===== src/common/ibe_pkg.sv =====
`default_nettype none
package ibe_pkg;
	// Mode selection codes.
	typedef enum logic [1:0] {
		IBE_MODE_OFF = 2'b00,
		IBE_MODE_PBYTE = 2'b01,
		IBE_MODE_HECPF = 2'b10
	} ibe_mode_t;
	// Width of the handshake timing register.
	localparam int IBE_TIME_W = 8;
	// Reset values.
	localparam logic [8:0] IBE_WORD_RST = 9'h000;
	localparam logic [IBE_TIME_W-1:0] IBE_TIME_RST = 8'h00;
	// Bit positions within the synchronised handshake input group.
	localparam int IBE_IN_ACTIVE = 0;
	localparam int IBE_IN_BUSY = 1;
	localparam int IBE_IN_HCLK = 2;
	localparam int IBE_IN_INIT = 3;
	localparam int IBE_IN_PACK = 4;
	localparam int IBE_IN_PREQ = 5;
	localparam int IBE_IN_W = 6;
	// Resting level of each handshake input: active, clock, init, request high.
	localparam logic [IBE_IN_W-1:0] IBE_IN_IDLE = 6'h2d;
	// Write strobe carrier from software or DMA.
	typedef struct packed {
		logic wr;
		logic alt;
		logic [7:0] data;
	} ibe_wr_t;
endpackage
`default_nettype wire


===== src/logic/ibe_engine.sv =====
`default_nettype none
module ibe_engine (
	input wire logic i_clock,
	input wire logic i_rst_b,
	input wire logic i_ce,
	input wire ibe_pkg::ibe_mode_t i_mode,
	input wire ibe_pkg::ibe_wr_t i_wr,
	input wire logic [ibe_pkg::IBE_TIME_W-1:0] i_handshake_timing_reg,
	input wire logic [ibe_pkg::IBE_IN_W-1:0] i_pins,
	input wire logic i_illegal_clear,
	output logic [7:0] o_parallel_data_pins,
	output logic o_data_oe_b,
	output logic o_ptr_clk,
	output logic o_host_clk,
	output logic o_host_ack,
	output logic o_transfer_request_flag,
	output logic o_idle,
	output logic o_illegal_operation_flag,
	output logic o_status_event
);
	import ibe_pkg::*;

	// Elaboration checks: the logic below indexes the pin group by fixed
	// positions and loads the timing register straight into its counters,
	// so a package edit that breaks either assumption is refused here.
	if (IBE_IN_W != 6) begin : g_bad_pin_width
		$error("pin group must hold exactly six handshake inputs");
	end
	if (IBE_TIME_W < 2) begin : g_bad_time_width
		$error("timing register must be at least two bits wide");
	end
	if (IBE_IN_PREQ >= IBE_IN_W) begin : g_bad_pin_map
		$error("handshake pin map exceeds the pin group");
	end

	// Engine states.
	// The byte engine uses WAIT, SETUP, BUSYHI, HCLKR and BUSYLO.
	// The forward engine uses WAIT, SETUP, ACKHI and ACKLO.
	typedef enum logic [2:0] {
		IBE_S_WAIT = 3'b000,
		IBE_S_SETUP = 3'b001,
		IBE_S_BUSYHI = 3'b010,
		IBE_S_HCLKR = 3'b011,
		IBE_S_BUSYLO = 3'b100,
		IBE_S_ACKHI = 3'b101,
		IBE_S_ACKLO = 3'b110
	} ibe_state_t;

	// Two-stage synchroniser; only the second stage is read by logic.
	// A third stage keeps the previous settled value for edge detection.
	// Reset loads the resting level of every pin, so the release of reset
	// does not look like an edge on a line that simply rests high.
	logic [IBE_IN_W-1:0] sync1_q, sync2_q, prev_q;
	always_ff @(posedge i_clock or negedge i_rst_b) begin
		if (!i_rst_b) begin
			sync1_q <= IBE_IN_IDLE;
			sync2_q <= IBE_IN_IDLE;
			prev_q <= IBE_IN_IDLE;
		end else if (i_ce) begin
			sync1_q <= i_pins;
			sync2_q <= sync1_q;
			prev_q <= sync2_q;
		end
	end
	// Edge flags, one cycle wide, taken from the settled stages.
	// An edge is seen two clocks after the pin moves; the peer must hold
	// each level at least that long.
	logic [IBE_IN_W-1:0] rise, fall;
	assign rise = sync2_q & ~prev_q;
	assign fall = ~sync2_q & prev_q;

	// Current state and the mode seen on the previous clock.
	ibe_state_t st_q, st_d;
	ibe_mode_t mode_q;
	logic [8:0] hold_q, hold_d; // Holding register with ninth bit.
	logic [8:0] stage_q, stage_d; // Input/output register with ninth bit.
	logic full_q, full_d; // Stage has a word not yet strobed out.
	// Handshake flags and strobe registers; every output except the data pins and host ack comes from here.
	logic req_q, req_d, idle_q, idle_d, ill_q, ill_d, legal_q, legal_d;
	logic pclk_q, pclk_d, hclk_q, hclk_d, oe_b_q, oe_b_d, ev_q, ev_d;
	// Counters for the byte setup delay and the forward starvation limit.
	logic [IBE_TIME_W-1:0] cnt_q, cnt_d;
	logic [IBE_TIME_W-1:0] starve_q, starve_d;

	// Next-state logic for both handshake engines.
	// Only one engine runs at a time, picked by the registered mode. A mode
	// change takes one cycle of its own, in which both strobes return high,
	// the stage is forgotten and, unless the new mode is off, the request flags are raised afresh.
	// Software writes always land in the holding register, in WAIT together with the stage, so a
	// word written while the stage is busy waits there instead of
	// overwriting the word that is being strobed out.
	always_comb begin
		st_d = st_q;
		hold_d = hold_q;
		stage_d = stage_q;
		full_d = full_q;
		req_d = req_q;
		idle_d = idle_q;
		// A clear loses to a same-cycle set, so no abort is ever missed.
		ill_d = ill_q & ~i_illegal_clear;
		legal_d = legal_q;
		pclk_d = pclk_q;
		hclk_d = hclk_q;
		cnt_d = cnt_q;
		starve_d = starve_q;
		oe_b_d = 1'b1;
		ev_d = 1'b0;
		// Any software write loads the holding register and clears request, unless mode entry or the WAIT, BUSYLO or ACKLO branch below sets it again.
		if (i_wr.wr) begin
			hold_d = {~i_wr.alt, i_wr.data};
			req_d = 1'b0;
		end
		if (i_mode != mode_q) begin
			// Mode entry: both engines start by asking for a byte.
			st_d = IBE_S_WAIT;
			full_d = 1'b0;
			pclk_d = 1'b1;
			hclk_d = 1'b1;
			legal_d = 1'b0;
			starve_d = '0;
			// Entering off leaves the flags as they were for software to read.
			if (i_mode != IBE_MODE_OFF) begin
				req_d = 1'b1;
				idle_d = 1'b1;
			end
		end else if (mode_q == IBE_MODE_PBYTE) begin
			oe_b_d = ~sync2_q[IBE_IN_ACTIVE];
			ev_d = rise[IBE_IN_ACTIVE] | fall[IBE_IN_ACTIVE]
				| rise[IBE_IN_INIT] | fall[IBE_IN_INIT];
			// Active falling is legal only between host clock rise and busy fall.
			if (fall[IBE_IN_ACTIVE] && !legal_q) begin
				ill_d = 1'b1;
			end
			case (st_q)
				IBE_S_WAIT: begin
					// First byte flows straight through, request stays high.
					if (i_wr.wr) begin
						stage_d = {~i_wr.alt, i_wr.data};
						full_d = 1'b1;
						req_d = 1'b1;
						idle_d = 1'b0;
						cnt_d = i_handshake_timing_reg;
						st_d = IBE_S_SETUP;
					end
				end
				IBE_S_SETUP: begin
					// Data setup delay before the clock falls.
					if (cnt_q == '0) begin
						pclk_d = 1'b0;
						st_d = IBE_S_BUSYHI;
					end else begin
						cnt_d = cnt_q - 1'b1;
					end
				end
				IBE_S_BUSYHI: begin
					if (sync2_q[IBE_IN_BUSY]) begin
						// Host has taken the byte; wait for software if nothing is held.
						if (req_d) begin
							idle_d = 1'b1;
						end else begin
							// A held byte exists, so more data is signalled by the clock.
							idle_d = 1'b0;
							pclk_d = 1'b1;
							st_d = IBE_S_HCLKR;
						end
					end
				end
				IBE_S_HCLKR: begin
					// From this rise until busy falls, an active fall is a legal end.
					if (rise[IBE_IN_HCLK]) begin
						legal_d = 1'b1;
						st_d = IBE_S_BUSYLO;
					end
				end
				IBE_S_BUSYLO: begin
					if (!sync2_q[IBE_IN_BUSY]) begin
						// Host has finished the cycle; present the held byte.
						stage_d = hold_q;
						req_d = 1'b1;
						legal_d = 1'b0;
						cnt_d = i_handshake_timing_reg;
						st_d = IBE_S_SETUP;
					end
				end
				default: st_d = IBE_S_WAIT;
			endcase
		end else if (mode_q == IBE_MODE_HECPF) begin
			oe_b_d = 1'b0;
			ev_d = rise[IBE_IN_PREQ] | fall[IBE_IN_PREQ];
			case (st_q)
				IBE_S_WAIT: begin
					if (i_wr.wr && !full_q) begin
						// Empty stage: pass the word through at once.
						stage_d = {~i_wr.alt, i_wr.data};
						full_d = 1'b1;
						req_d = 1'b1;
						idle_d = 1'b0;
						starve_d = '0;
						st_d = IBE_S_SETUP;
					end else if (!idle_q) begin
						// Starvation timer for the idle indication.
						// The limit shares the register with the byte setup delay; the
						// two engines never run at once, so one register serves both.
						// Idle is left alone once set; only a write clears it.
						if (starve_q >= i_handshake_timing_reg) begin
							idle_d = 1'b1;
						end else begin
							starve_d = starve_q + 1'b1;
						end
					end
				end
				IBE_S_SETUP: begin
					// One clock of data setup has passed; drop the strobe.
					hclk_d = 1'b0;
					st_d = IBE_S_ACKHI;
				end
				IBE_S_ACKHI: begin
					// Peer has latched the word; release the strobe.
					if (sync2_q[IBE_IN_PACK]) begin
						hclk_d = 1'b1;
						st_d = IBE_S_ACKLO;
					end
				end
				IBE_S_ACKLO: begin
					if (!sync2_q[IBE_IN_PACK]) begin
						// The combinational request sees a write in this very cycle, but the stage
						// loads the older hold_q, so a byte written as the ack drops stays in holding.
						if (!req_d) begin
							stage_d = hold_q;
							req_d = 1'b1;
							st_d = IBE_S_SETUP;
						end else begin
							// Nothing held: wait again and restart the starvation count.
							full_d = 1'b0;
							starve_d = '0;
							st_d = IBE_S_WAIT;
						end
					end
				end
				default: st_d = IBE_S_WAIT;
			endcase
		end
	end

	// State registers; the mode register tracks entry edges.
	// Everything holds its value while the clock enable is low, so a frozen
	// engine resumes exactly where it stopped.
	always_ff @(posedge i_clock or negedge i_rst_b) begin
		if (!i_rst_b) begin
			st_q <= IBE_S_WAIT;
			mode_q <= IBE_MODE_OFF;
			hold_q <= IBE_WORD_RST;
			stage_q <= IBE_WORD_RST;
			full_q <= 1'b0;
			req_q <= 1'b0;
			idle_q <= 1'b0;
			ill_q <= 1'b0;
			legal_q <= 1'b0;
			pclk_q <= 1'b1;
			hclk_q <= 1'b1;
			cnt_q <= IBE_TIME_RST;
			starve_q <= IBE_TIME_RST;
			oe_b_q <= 1'b1;
			ev_q <= 1'b0;
		end else if (i_ce) begin
			st_q <= st_d;
			mode_q <= i_mode;
			hold_q <= hold_d;
			stage_q <= stage_d;
			full_q <= full_d;
			req_q <= req_d;
			idle_q <= idle_d;
			ill_q <= ill_d;
			legal_q <= legal_d;
			pclk_q <= pclk_d;
			hclk_q <= hclk_d;
			cnt_q <= cnt_d;
			starve_q <= starve_d;
			oe_b_q <= oe_b_d;
			ev_q <= ev_d;
		end
	end

	// Outputs come straight from flip-flops.
	// The data pins are valid whenever the enable output is low.
	// The ninth bit of the stage rides on the acknowledge line, so a command
	// word and its marker always change in the same clock.
	assign o_parallel_data_pins = stage_q[7:0];
	assign o_host_ack = stage_q[8];
	assign o_data_oe_b = oe_b_q;
	assign o_ptr_clk = pclk_q;
	assign o_host_clk = hclk_q;
	assign o_transfer_request_flag = req_q;
	assign o_idle = idle_q;
	assign o_illegal_operation_flag = ill_q;
	assign o_status_event = ev_q;
endmodule
`default_nettype wire


===== config.mk =====
export PLATFORM = sky130hd
export DESIGN_NAME = ibe_engine
export DESIGN_NICKNAME = d
export VERILOG_FILES = /design/src/common/ibe_pkg.sv /design/src/logic/ibe_engine.sv
export SDC_FILE = /design/constraint.sdc
export NUM_CORES = 1
export LEC_CHECK = 0
export ABC_AREA = 0
export ABC_CLOCK_PERIOD_IN_PS = 2150
export BUFFER_PORTS_ARGS = -buffer_cell sky130_fd_sc_hd__buf_2
export CORE_MARGIN = 4
export CORE_UTILIZATION = 38
export CTS_CLUSTER_DIAMETER = 50
export DETAILED_ROUTE_END_ITERATION = 12
export GPL_ROUTABILITY_DRIVEN = 0
export GPL_TIMING_DRIVEN = 0
export HOLD_SLACK_MARGIN = 0.06
export SETUP_SLACK_MARGIN = 0.15
export SLEW_MARGIN = 5
export SYNTH_ARGS = -nofsm -noshare
export SYNTH_HDL_FRONTEND = slang
export SYNTH_SLANG_ARGS = --single-unit

===== constraint.sdc =====
create_clock -name i_clock -period 2.15 [get_ports i_clock]
set_input_delay 0.43 -clock i_clock [delete_from_list [all_inputs] [get_ports i_clock]]
set_output_delay 0.43 -clock i_clock [all_outputs]
set_load 0.05 [all_outputs]

# Yosys cells after proc, flatten, opt, wreduce, memory -nomap -nowiden
# Index checks and enable logic that the tools add are counted.
[totals] ff_bits=66 in_bits=30 output_inout_bits=16
[op_classes] addsub=2 magnitude_cmp=1 eq_ne=42 muxes=94 n_bitwise=13 n_reduce_logical=29
[ops] operator="8-bit 2-to-1 mux" count=11
[ops] operator="9-bit 2-to-1 mux" count=7
[ops] operator="1-bit 2-to-1 mux" count=51
[ops] operator="4-bit inequality test, second input constant" count=11
[ops] operator="3-bit inequality test, second input constant" count=13
[ops] operator="3-bit 2-to-1 mux" count=12
[ops] operator="9-bit case mux with 2 select lines" count=2
[ops] operator="3-bit nonzero test" count=9
[ops] operator="8-bit case mux with 3 select lines" count=1
[ops] operator="8-bit case mux with 2 select lines" count=1
[ops] operator="8-bit AND reduction" count=2
[ops] operator="3-bit case mux with 5 select lines" count=1
[ops] operator="1-bit case mux with 2 select lines" count=7
[ops] operator="7-bit AND reduction" count=2
[ops] operator="6-bit bitwise AND" count=2
[ops] operator="6-bit NOT" count=2
[ops] operator="3-bit case mux with 4 select lines" count=1
[ops] operator="11-bit AND reduction" count=1
[ops] operator="10-bit AND reduction" count=1
[ops] operator="5-bit AND reduction" count=2
[ops] operator="3-bit equality test, second input constant" count=3
[ops] operator="8-bit by 1-bit adder with 8-bit output, second input constant" count=1
[ops] operator="8-bit >= comparator" count=1
[ops] operator="8-bit zero test" count=1
[ops] operator="20 further kinds" count=36

# Longest topological paths before layout
# Gate-level depths: netlist of the first run.
[depth] ltp_word=8 depth_mapped=10

# Worst setup path before layout of the first run
# OpenSTA, ideal clock, no wires.
[synth_timing] kind="register -> register" from="reg starve_q[0]" to="reg idle_q, in the netlist o_idle" arrival_ns=1.981 required_time_ns=2.022 setup_slack_ns=0.042 stages_incl_launch_ff=8 path_buffers=0 synth_period_minus_slack_ns=2.108 path_cell_list="dfrtp_1 inv_1 ha_1 nand2b_4 a2111oi_4 o31ai_2 a311o_1 mux2_1"
[synth_between] elab_chain_len=8
[synth_rtl] item="start: declaration" line_no="ibe_engine.sv:83" rtl="logic [IBE_TIME_W-1:0] starve_q, starve_d;"
[synth_rtl] item="start signal: assignment" line_no="ibe_engine.sv:278" rtl="starve_q <= starve_d;"
[synth_rtl] item="8-bit >= comparator" line_no="ibe_engine.sv:205" rtl="if (starve_q >= i_handshake_timing_reg) begin"
[synth_rtl] item="1-bit 2-to-1 mux" line_no="ibe_engine.sv:205"
[synth_rtl] item="1-bit 2-to-1 mux" line_no="ibe_engine.sv:200" rtl="end else if (!idle_q) begin"
[synth_rtl] item="1-bit 2-to-1 mux" line_no="ibe_engine.sv:192" rtl="if (i_wr.wr && !full_q) begin"
[synth_rtl] item="1-bit 2-to-1 mux" line_no="ibe_engine.sv:190" rtl="case (st_q)"
[synth_rtl] item="1-bit 2-to-1 mux" line_no="ibe_engine.sv:187" rtl="end else if (mode_q == IBE_MODE_HECPF) begin"
[synth_rtl] item="1-bit 2-to-1 mux" line_no="ibe_engine.sv:126" rtl="end else if (mode_q == IBE_MODE_PBYTE) begin"
[synth_rtl] item="1-bit 2-to-1 mux" line_no="ibe_engine.sv:113" rtl="if (i_mode != mode_q) begin"
[synth_rtl] item="end signal: assignment" line_no="ibe_engine.sv:272" rtl="idle_q <= idle_d;"
[synth_rtl] item="end: declaration" line_no="ibe_engine.sv:79" rtl="logic req_q, req_d, idle_q, idle_d, ill_q, ill_d, legal_q, legal_d;"
# No other way between the ends. The select of a mux whose other input is x is not followed.
# A chain may end at the register's enable or synchronous reset.

# Worst setup path in the final report of the first run
[layout_timing] from="reg mode_q[0]" to="reg starve_q[4]"
[layout_between] elab_chain_len=3 elab_cells_between_ends=12 cone_classes="eq/ne: 8; mux: 1; reduce/logical: 3"
[layout_rtl] item="start: declaration" line_no="ibe_engine.sv:74" rtl="ibe_mode_t mode_q;"
[layout_rtl] item="start signal: assignment" line_no="ibe_engine.sv:267" rtl="mode_q <= i_mode;"
[layout_rtl] item="2-bit inequality test (tied with other cells)" line_no="ibe_engine.sv:113"
[layout_rtl] item="4-bit inequality test (no source line) (tied with other cells)"
[layout_rtl] item="8-bit AND reduction (no source line)"
# Several ways; a longest one is shown, not always the timed one.

==> results by group, run 1 <==
Run status
  – Status: complete, no violations

Die
  – Cell Rows: 37
  – Die Y: around 110 microns
  – Die X: 111 microns
  – Core area: 0.0103 sq mm
  – Ports: between 40 and 50
  – Die Area: 0.0123 sq mm
  – Starting density of the core: between 30 and 40%

Clock network
  – Clk root buf: clkbuf_8
  – H-tree depth: 3
  – Number of buffers created by CTS: 9
  – Worst skew pair latency: around 360 ps
  – CTS clk-pin slew, worst paths: 80 ps
  – Clk sinks: 64
  – Clock buffer depth: 2
  – Clock tree from TritonCTS: done

Power and ir drop
  – Reported net switching power: 1.69 mW
  – Sequential share of power: 39.3%
  – Clock group share of total power: 25.4%
  – PwrDens: just over 800 mW/mm^2
  – Leakage power: about 2.1 nW
  – Switching Share: between 30% and 40%
  – Worst vdd ir: 0.708 mV
  – Logic pwr share: between 30% and 40%
  – P_int: roughly 2.6 mW

Global routing
  – GRT Util Overall: between 10% and 20%
  – Pin count of the biggest net entering global routing: 65
  – First-pass GRT wire length: around 17 mm
  – Grt ovf: 0
  – Vias in the first global route: approximately 3400
  – Initial antenna violation count: 0

Timing
  – Achievable Freq: 499 MHz
  – Final setup margin: ~140 ps
  – Endpoints failing hold: 0
  – RSZ-0062 raised after global routing: yes
  – Slew margin rel.: 43.9%
  – Final setup viols: 0
  – Final period demand of the worst path: ~2000 ps
  – Skew final: roughly 4.5 ps
  – Final period util: around 93%
  – Final Max Slew Viols: 0
  – Least-Margin Pin Slew: approximately 840 ps

Yosys
  – Syn Area/Cell: a little over 10 sq um
  – Top FF cell, synth: dfrtp_1
  – Top cells by count, synth: dfrtp_1, nand2_1, o21ai_0
  – Share of the synthesized area in the top cell type: between 30% and 40%
  – Mapped Area: 0.00403 sq mm
  – Most numerous cell in the Yosys netlist: dfrtp_1
  – Yosys cell types: between 70 and 80
  – Top cells by area, synth: dfrtp_1, dfstp_2, mux2_2
  – Seq/Total Area, Yosys: roughly two fifths
  – Async S/R FF share, synth: 100%
  – Post-Syn Instances: 400
  – Largest area contributor in the netlist: dfrtp_1
  – YS warnings: 0
  – Syn Nets: roughly 440
  – Number of synthesized register bits: 64
  – Number of synthesized flops with an enable pin: 0

Route
  – Final WL: roughly 11 mm
  – Drt drc: 0
  – 1st-iter DRT viols: 285
  – Wire per inst: 17.3 microns
  – Drt pass-1 iters: 5
  – Vias: 3511
  – Final ANT Viol Nets: 0
  – DR vias/cell: 5.64

Place
  – Post-place setup slack: -211 ps
  – Post-detail-place hpwl: about 7 mm
  – I/O Buffers: 45

Critical path
  – CP bufs+invs: 2
  – Arr. time, crit path: roughly 2300 ps
  – CP startpoint kind: flip-flop
  – Crit-path leading delay family: compound AO/OA/AOI/OAI gates
  – Crit. Startpoint: mode_q[0]$_DFFE_PN0P_
  – Worst EP required: roughly 2400 ps
  – Crit end category: flip-flop
  – Critical Path Max Stage Delay: 470 ps
  – Critical R2R Launch: mode_q[0]$_DFFE_PN0P_
  – Maximum fanout along the worst path: 9
  – CP max stage cell: dfrtp_2
  – CP Class: flip-flop to flip-flop
  – Crit-path cells: ha_4 -> clkbuf_16 -> nor3b_4 -> o21ai_2 -> o21a_4 -> buf_4 -> o211ai_2

Flow run
  – Max Cap Violations: 0

Min path
  – Hold crit path type: primary input to asynchronous set/reset pin

Layout
  – Util after Layout: between 40% and 50%
  – Ant diodes: 0
  – Area delta synth->final: 27.6%
  – Final #Nets: ~530
  – Layout cell share with drive strength beyond 1: 42.3%
## metrics by stage
| stage | hold WS, ps | setup TNS, ps | std cells | cell area, sq um | total power, mW |
|---|---|---|---|---|---|
| after floorplan | 134 | 0 | 400 | 4040 | 2.63 |
| after global placement | 463 | -1770 | 581 | 4440 | 2.96 |
| after detailed placement | 473 | -2170 | 581 | 4440 | 3.00 |
| after CTS | 193 | 0 | 607 | 4790 | 4.13 |
| after global routing | 225 | 0 | 623 | 5150 | 4.51 |
| final | 167 | 0 | 623 | 5150 | 4.24 |
## layout by cell type (no fill, tap or decap), drive strengths merged, types with 4 or more instances in the layout
| cell type | n |
|---|---|
| buf | 86 |
| dfrtp | 49 |
| o21ai | 32 |
| nor2 | 28 |
| nand2 | 27 |
| a21oi | 26 |
| mux2 | 24 |
| inv | 22 |
| clkbuf | 17 |
| dfstp | 15 |
| nand3 | 14 |
| ha | 14 |
| nand2b | 10 |
| o211ai | 10 |
| o2111ai | 9 |
| mux2i | 8 |
| and3 | 6 |
| nor2b | 6 |
| nor3 | 6 |
| o21a | 5 |
| nand4 | 5 |
| xnor2 | 5 |
| nor4 | 4 |
| o311ai | 4 |
## timing repair
item | in CTS | in global routing
gates cloned | 1 | 1
setup endpoints to repair | 29 | 29
hold buffers | 0 | 0
pin swaps | 4 | 14
resized for setup | 17 | 46
setup buffers | 10 | 15
## area by class of cell
cell class                      instances  area (sq um)
Clock buffer                            9           124
Multi-Input combinational cell        293          2410
Timing Repair Buffer                   72           480
Tap cell                              136           170
Inverter                               20          75.1
Fill cell                             964          5180
Sequential cell                        64          1630
Clock inverter                          7          80.1
Buffer                                 22           173
## power groups by stage
stage / sequential [mW] / clock, mW / combinational [mW]
6_report: 1.67 / 1.08 / 1.50
5_1_grt: 1.71 / 1.17 / 1.63
4_1_cts: 1.66 / 1.11 / 1.37
3_5_place_dp: 1.68 / 0 / 1.33
3_3_place_gp: 1.66 / 0 / 1.30
2_1_floorplan: 1.99 / 0 / 0.642
## per-layer routing
metal  wire length, microns  vias to the layer above  global-route usage, %
met4                    221                        0                   5.11
met3                    557                       19                   5.02
met5                      0                        -                      0
met1                   4700                     1747                   22.6
li1                       -                     1636                      -
met2                   5270                      109                   27.9
## sequential cells by signal, summed over array words and instances (netlist names)
name and flops:
prev_q 4, sync1_q 6, mode_q 2, o_idle 1, o_transfer_request_flag 1, full_q 1
legal_q 1, starve_q 8, o_data_oe_b 1, o_host_clk 1, hold_q 9, st_q 3
o_status_event 1, o_ptr_clk 1, o_illegal_operation_flag 1, stage_q 9, cnt_q 8, sync2_q 6
## cell families after synthesis
| group | share of synthesized area, % |
|---|---|
| AO/OA/AOI/OAI | 20.8 |
| flip-flops | 40.2 |
| adder cells (fa/ha/maj) | 4.34 |
| multiplexers | 8.68 |
| buffers and inverters | 5.64 |
| AND/OR/NAND/NOR | 18.1 |
| XOR/XNOR | 2.23 |
## path summary, 6_finish.rpt
kind	to	slack (ps)	depth (start not counted)
max in group asynchronous	mode_q[1]$_DFFE_PN0P_	1370	1
worst max-delay path	starve_q[4]$_DFFE_PN0P_	140	7
worst min register to register	hold_q[8]$_DFFE_PN0P_	490	2
worst max register to register	starve_q[4]$_DFFE_PN0P_	140	7
worst min-delay path	cnt_q[4]$_DFFE_PN0P_	170	1
min in group i_clock	hold_q[8]$_DFFE_PN0P_	280	2
## worst register-to-register path: stages, from the launching register on
cell and delay (ps):
dfrtp_2 470, ha_4 210, clkbuf_16 150, nor3b_4 290, o21ai_2 260, o21a_4 250, buf_4 150, o211ai_2 140
Note: power is estimated with default switching activity, not from simulation.
==> run 2, diff against run 1 <==
==> constraint.sdc (replaced) <==
create_clock -name i_clock -period 2.15 [get_ports i_clock]
set_input_delay 0.215 -clock i_clock [delete_from_list [all_inputs] [get_ports i_clock]]
set_output_delay 0.215 -clock i_clock [all_outputs]
set_load 0.05 [all_outputs]
==> results by group, run 2 (same netlist as run 1, synthesis figures left out) <==
Run status
  – Status: complete, no violations

Critical path
  – Maximum fanout along the worst path: 9
  – Crit end category: flip-flop
  – Arr. time, crit path: about 2300 ps
  – CP max stage cell: dfrtp_2
  – Crit. Startpoint: mode_q[0]$_DFFE_PN0P_
  – Critical Path Max Stage Delay: approximately 470 ps
  – Crit-path leading delay family: compound AO/OA/AOI/OAI gates
  – Worst EP required: 2430 ps
  – CP bufs+invs: 2
  – CP startpoint kind: flip-flop
  – Crit-path cells: ha_4 -> clkbuf_16 -> nor3b_4 -> o21ai_2 -> o21a_4 -> buf_4 -> o211ai_2
  – Critical R2R Launch: mode_q[0]$_DFFE_PN0P_
  – CP Class: flip-flop to flip-flop

Route
  – Final WL: approximately 11 mm
  – DR vias/cell: between 5 and 6
  – 1st-iter DRT viols: 280
  – Wire per inst: 17.2 microns
  – Final ANT Viol Nets: 0
  – Drt drc: 0
  – Vias: 3490
  – Drt pass-1 iters: 4

Place
  – Post-placement cell count: 581
  – Post-place setup slack: -211 ps
  – Post-detail-place hpwl: a little over 7 mm
  – I/O Buffers: 45

Die
  – Ports: 46
  – Starting density of the core: 39.1%
  – Cell Rows: 37
  – Die X: around 110 microns
  – Die Area: 0.0123 sq mm
  – Die Y: around 110 microns
  – Core area: 0.0103 sq mm

Timing
  – Final period demand of the worst path: 2010 ps
  – Final Max Slew Viols: 0
  – Final setup viols: 0
  – RSZ-0062 raised after global routing: yes
  – Achievable Freq: 497 MHz
  – Final setup margin: roughly 140 ps
  – Endpoints failing hold: 0
  – Least-Margin Pin Slew: about 850 ps
  – Final period util: 93.6%
  – Slew margin rel.: approximately 44%
  – Skew final: roughly 3.0 ps

Global routing
  – GRT Util Overall: between 15 and 20%
  – M2 GR Usage: 27.9%
  – Grt met3 use: under 10%
  – Vias in the first global route: 3355
  – Grt ovf: 0
  – Pin count of the biggest net entering global routing: 65
  – GR Layer Usage met1: between 20% and 30%
  – First-pass GRT wire length: between 15 and 20 mm
  – Initial antenna violation count: 0
  – Gr busiest metal: met2

Layout
  – Area delta synth->final: 28.1%
  – Commonest non-fill, non-tap cell in the layout: buf_2
  – Register Area: ~0.0016 sq mm
  – Post-route insts no fill: 625
  – # fillers: between 900 and 1000
  – Final #Nets: approximately 530
  – Layout cell share with drive strength beyond 1: between 40% and 50%
  – Util after Layout: around half
  – Commonest non-fill, non-tap cells in the layout: buf_2, dfrtp_1, nand2_1
  – Ant diodes: 0
  – Area of the multi-input gates: 0.00241 sq mm
  – Largest regs: hold_q: 9 flops, stage_q: 9 flops

Power and ir drop
  – Leakage power: approximately 2.1 nW
  – Switching Share: 39.7%
  – Clock group share of total power: 25.4%
  – PwrDens: 822 mW/mm^2
  – Overall Power: approximately 4.2 mW
  – Sequential share of power: about two fifths
  – Reported net switching power: between 1.5 and 2 mW
  – Logic pwr share: between 30% and 40%
  – Worst vdd ir: 0.707 mV
  – P_int: 2.56 mW

Clock network
  – Number of buffers created by CTS: 9
  – Clock buffer depth: 2
  – Worst skew pair latency: between 300 and 400 ps
  – CTS clk-pin slew, worst paths: approximately 80 ps
  – Clk sinks: between 60 and 70
  – Clk root buf: clkbuf_8
  – Clock tree from TritonCTS: done
  – H-tree depth: 3

Min path
  – Worst hold start: i_pins[4]
  – Hold crit path type: primary input to flip-flop

Flow run
  – Max Cap Violations: 0
run 2: cell count changes in the layout (fill, tap and decap cells not counted), sizes merged:
| cell | previous run | this run |
|---|---|---|
| dlygate4sd3 | 0 | 2 |
run 2: worst paths after layout:
path / end / slack [ps] / cells after the start
worst min register to register: hold_q[8]$_DFFE_PN0P_ / 490 / 2
worst max register to register: starve_q[4]$_DFFE_PN0P_ / 140 / 7
max in group asynchronous: mode_q[1]$_DFFE_PN0P_ / 1050 / 2
worst min-delay path: sync1_q[4]$_DFFE_PN0P_ / 90 / 2
worst max-delay path: starve_q[4]$_DFFE_PN0P_ / 140 / 7
min in group asynchronous: cnt_q[4]$_DFFE_PN0P_ / 490 / 2
run 2: power by group through the flow:
stage / sequential, mW / combinational (mW) / clock (mW)
2_1_floorplan: 1.99 / 0.642 / 0
3_3_place_gp: 1.66 / 1.30 / 0
3_5_place_dp: 1.68 / 1.33 / 0
4_1_cts: 1.66 / 1.38 / 1.11
5_1_grt: 1.71 / 1.63 / 1.17
6_report: 1.67 / 1.50 / 1.08
run 2: timing repair:
| action | in CTS | in global routing |
|---|---|---|
| setup endpoints to repair | 29 | 29 |
| pin swaps | 4 | 14 |
| gates cloned | 1 | 1 |
| gates resized for setup | 17 | 46 |
| hold buffers | 2 | 0 |
| buffers inserted | 10 | 15 |
| hold endpoints to repair | 50 | 0 |
run 2: per-layer routing:
layer	part of all wire, %	vias to the layer above
li1	-	1643
met4	1.8	0
met3	4.3	14
met1	44	1746
met2	50	87
met5	0	-
run 2: stage by stage:
| stage | setup TNS, ps | cell area (sq um) | hold slack [ps] |
|---|---|---|---|
| 2_1_floorplan | 0 | 4040 | -80.6 |
| 3_3_place_gp | -1770 | 4440 | 437 |
| 3_5_place_dp | -2170 | 4440 | 372 |
| 4_1_cts | 0 | 4810 | 69.3 |
| 5_1_grt | 0 | 5170 | 63.6 |
| 6_report | 0 | 5170 | 87.5 |
run 2: layout make-up:
cell class              count  share of cell area [%]
flip-flops and latches     64                    31.5
plain buffers              22                    3.34
well taps                 136                    3.29
clock buffers               9                    2.40
repair buffers             74                    9.69
inverters                  20                    1.45
clock inverters             7                    1.55
multi-input cells         293                    46.7
==> run 3, diff against run 2 <==
--- a/config.mk
+++ b/config.mk
@@ -15,6 +15,8 @@
 export GPL_ROUTABILITY_DRIVEN = 0
 export GPL_TIMING_DRIVEN = 0
 export HOLD_SLACK_MARGIN = 0.06
+export PLACE_DENSITY = 0.65
+export RECOVER_POWER = 50
 export SETUP_SLACK_MARGIN = 0.15
 export SLEW_MARGIN = 5
 export SYNTH_ARGS = -nofsm -noshare
==> results by group, run 3 (same netlist as run 1, synthesis figures left out) <==
Run status
  – Status: complete, no violations

Timing
  – Final setup viols: 0
  – Setup TNS: 0 ps
  – RSZ-0062 raised after global routing: yes
  – Slew margin rel.: 45.1%
  – Least-Margin Pin Slew: 824 ps
  – Endpoints failing hold: 0
  – WHS: around 84 ps
  – Final period util: roughly 90%
  – Skew final: approximately 12 ps
  – Final Max Slew Viols: 0
  – Final period demand of the worst path: 1970 ps
  – Achievable Freq: roughly 510 MHz

Critical path
  – Arr. time, crit path: between 2000 and 2500 ps
  – Worst EP required: around 2400 ps
  – Critical Path Max Stage Delay: between 400 and 500 ps
  – CP Class: flip-flop to flip-flop
  – Crit end category: flip-flop
  – Crit-path cells: inv_2 -> ha_4 -> nand2b_4 -> a2111oi_4 -> o31ai_4 -> a311o_1 -> mux2_1
  – CP max stage cell: dfrtp_2
  – CP startpoint kind: flip-flop
  – Maximum fanout along the worst path: 4
  – R2R cell count: 7

Die
  – Die Y: ~110 microns
  – Die X: around 110 microns
  – Die Area: 0.0123 sq mm
  – Cell Rows: 37
  – Ports: between 40 and 50
  – Core area: roughly 0.010 sq mm
  – Starting density of the core: between 30% and 40%

Clock network
  – Number of buffers created by CTS: 9
  – H-tree depth: 3
  – CTS clk-pin slew, worst paths: ~80 ps
  – Worst skew pair latency: about 370 ps
  – Clock buffer depth: 2
  – Clk sinks: 64
  – Clock tree from TritonCTS: done
  – Clk root buf: clkbuf_8

Route
  – Vias: approximately 3500
  – Final ANT Viol Nets: 0
  – Drt pass-1 iters: 5
  – Final WL: 10.6 mm
  – DR vias/cell: about 5.6
  – Drt drc: 0
  – 1st-iter DRT viols: 280
  – Wire per inst: 16.9 microns

Layout
  – Commonest non-fill, non-tap cells in the layout: buf_2, dfrtp_1, nand2_1
  – Commonest non-fill, non-tap cell in the layout: buf_2
  – Area delta synth->final: 26.7%
  – Final #Nets: about 530
  – Largest regs: hold_q: 9 flops, stage_q: 9 flops
  – Ant diodes: 0
  – Layout cell share with drive strength beyond 1: about two fifths
  – # fillers: roughly 970

Global routing
  – Vias in the first global route: roughly 3500
  – GRT Util Overall: approximately 17%
  – Initial antenna violation count: 0
  – Grt ovf: 0
  – First-pass GRT wire length: roughly 18 mm
  – Pin count of the biggest net entering global routing: between 60 and 70

Place
  – I/O Buffers: 45
  – Post-detail-place hpwl: slightly above 7 mm

Flow run
  – Max Cap Violations: 0

Power and ir drop
  – PwrDens: around 800 mW/mm^2
  – Leakage power: between 2 and 2.5 nW
  – Worst vdd ir: about 0.63 mV

Min path
  – Hold crit path type: primary input to flip-flop
  – Hold depth: 2
==> run 3: cell count changes in the layout (fill, tap and decap cells not counted), sizes merged <==
cell / previous run / this run
bufinv: 1 / 0
clkinvlp: 2 / 1
clkinv: 2 / 5
clkbuf: 17 / 18
inv: 22 / 21
==> run 3: final timing paths <==
kind	from	end	slack [ps]
max reg2reg	starve_q[0]$_DFFE_PN0P_	o_idle$_DFFE_PN0P_	180
min	i_pins[2]	sync1_q[2]$_DFFE_PN1P_	80
min reg2reg	sync1_q[0]$_DFFE_PN1P_	sync2_q[0]$_DFFE_PN1P_	480
max	starve_q[0]$_DFFE_PN0P_	o_idle$_DFFE_PN0P_	180
max in group asynchronous	i_rst_b	mode_q[0]$_DFFE_PN0P_	1070
min in group asynchronous	i_rst_b	legal_q$_DFFE_PN0P_	480
==> run 3: final cells by class <==
type	instances	area [sq um]	share of cell area (%)
clock buffers	9	124	2.42
plain buffers	22	165	3.23
inverters	20	75.1	1.47
well taps	136	170	3.33
clock inverters	7	56.3	1.10
repair buffers	75	485	9.50
multi-input cells	293	2410	47.1
flip-flops and latches	64	1630	31.8
==> run 3: layer usage <==
| layer | share of wire (%) | global-route usage (%) | vias up |
|---|---|---|---|
| li1 | - | - | 1640 |
| met1 | 43 | 22.8 | 1710 |
| met2 | 48 | 27.8 | 125 |
| met3 | 6.2 | 3.71 | 24 |
| met4 | 2.3 | 7.22 | 0 |
| met5 | 0 | 0 | - |
==> run 3: power breakdown <==
group	internal [mW]	leakage [nW]	switching (mW)	total, mW
combinational	0.533	1.26	0.957	1.49
sequential	1.47	0.760	0.190	1.66
clock	0.426	0.0898	0.523	0.950
total	2.43	2.11	1.67	4.10
==> run 3: metrics by stage <==
stage / std cells / total power [mW] / setup WS, ps / instance area, sq um / utilization (%)
after global routing: 626 / 4.36 / 87.1 / 5110 / 49.5
final: 626 / 4.10 / 179 / 5110 / 49.5
after global placement: 581 / 2.96 / -154 / 4440 / 43.0
after detailed placement: 581 / 3.00 / -172 / 4440 / 43.0
after CTS: 610 / 4.02 / 113 / 4830 / 46.8
after floorplan: 400 / 2.63 / 151 / 4040 / -
==> run 3: repair_timing <==
action	4_1_cts	5_1_grt
setup buffers	10	16
hold buffers	2	0
endpoints found under the setup margin	31	30
hold endpoints to repair	50	0
pin swaps	6	20
gates cloned	1	1
resized for setup	25	39
==> run 3: worst max-delay path, delay by kind of cell (launching register included) <==
family                     cells  cell delay, ps
AOI/OAI and AO/OA              3             770
adders and majority gates      1             190
buffers and inverters          1              70
DFF                            1             430
muxes                          1             270
and+or+nand+nor                1             140
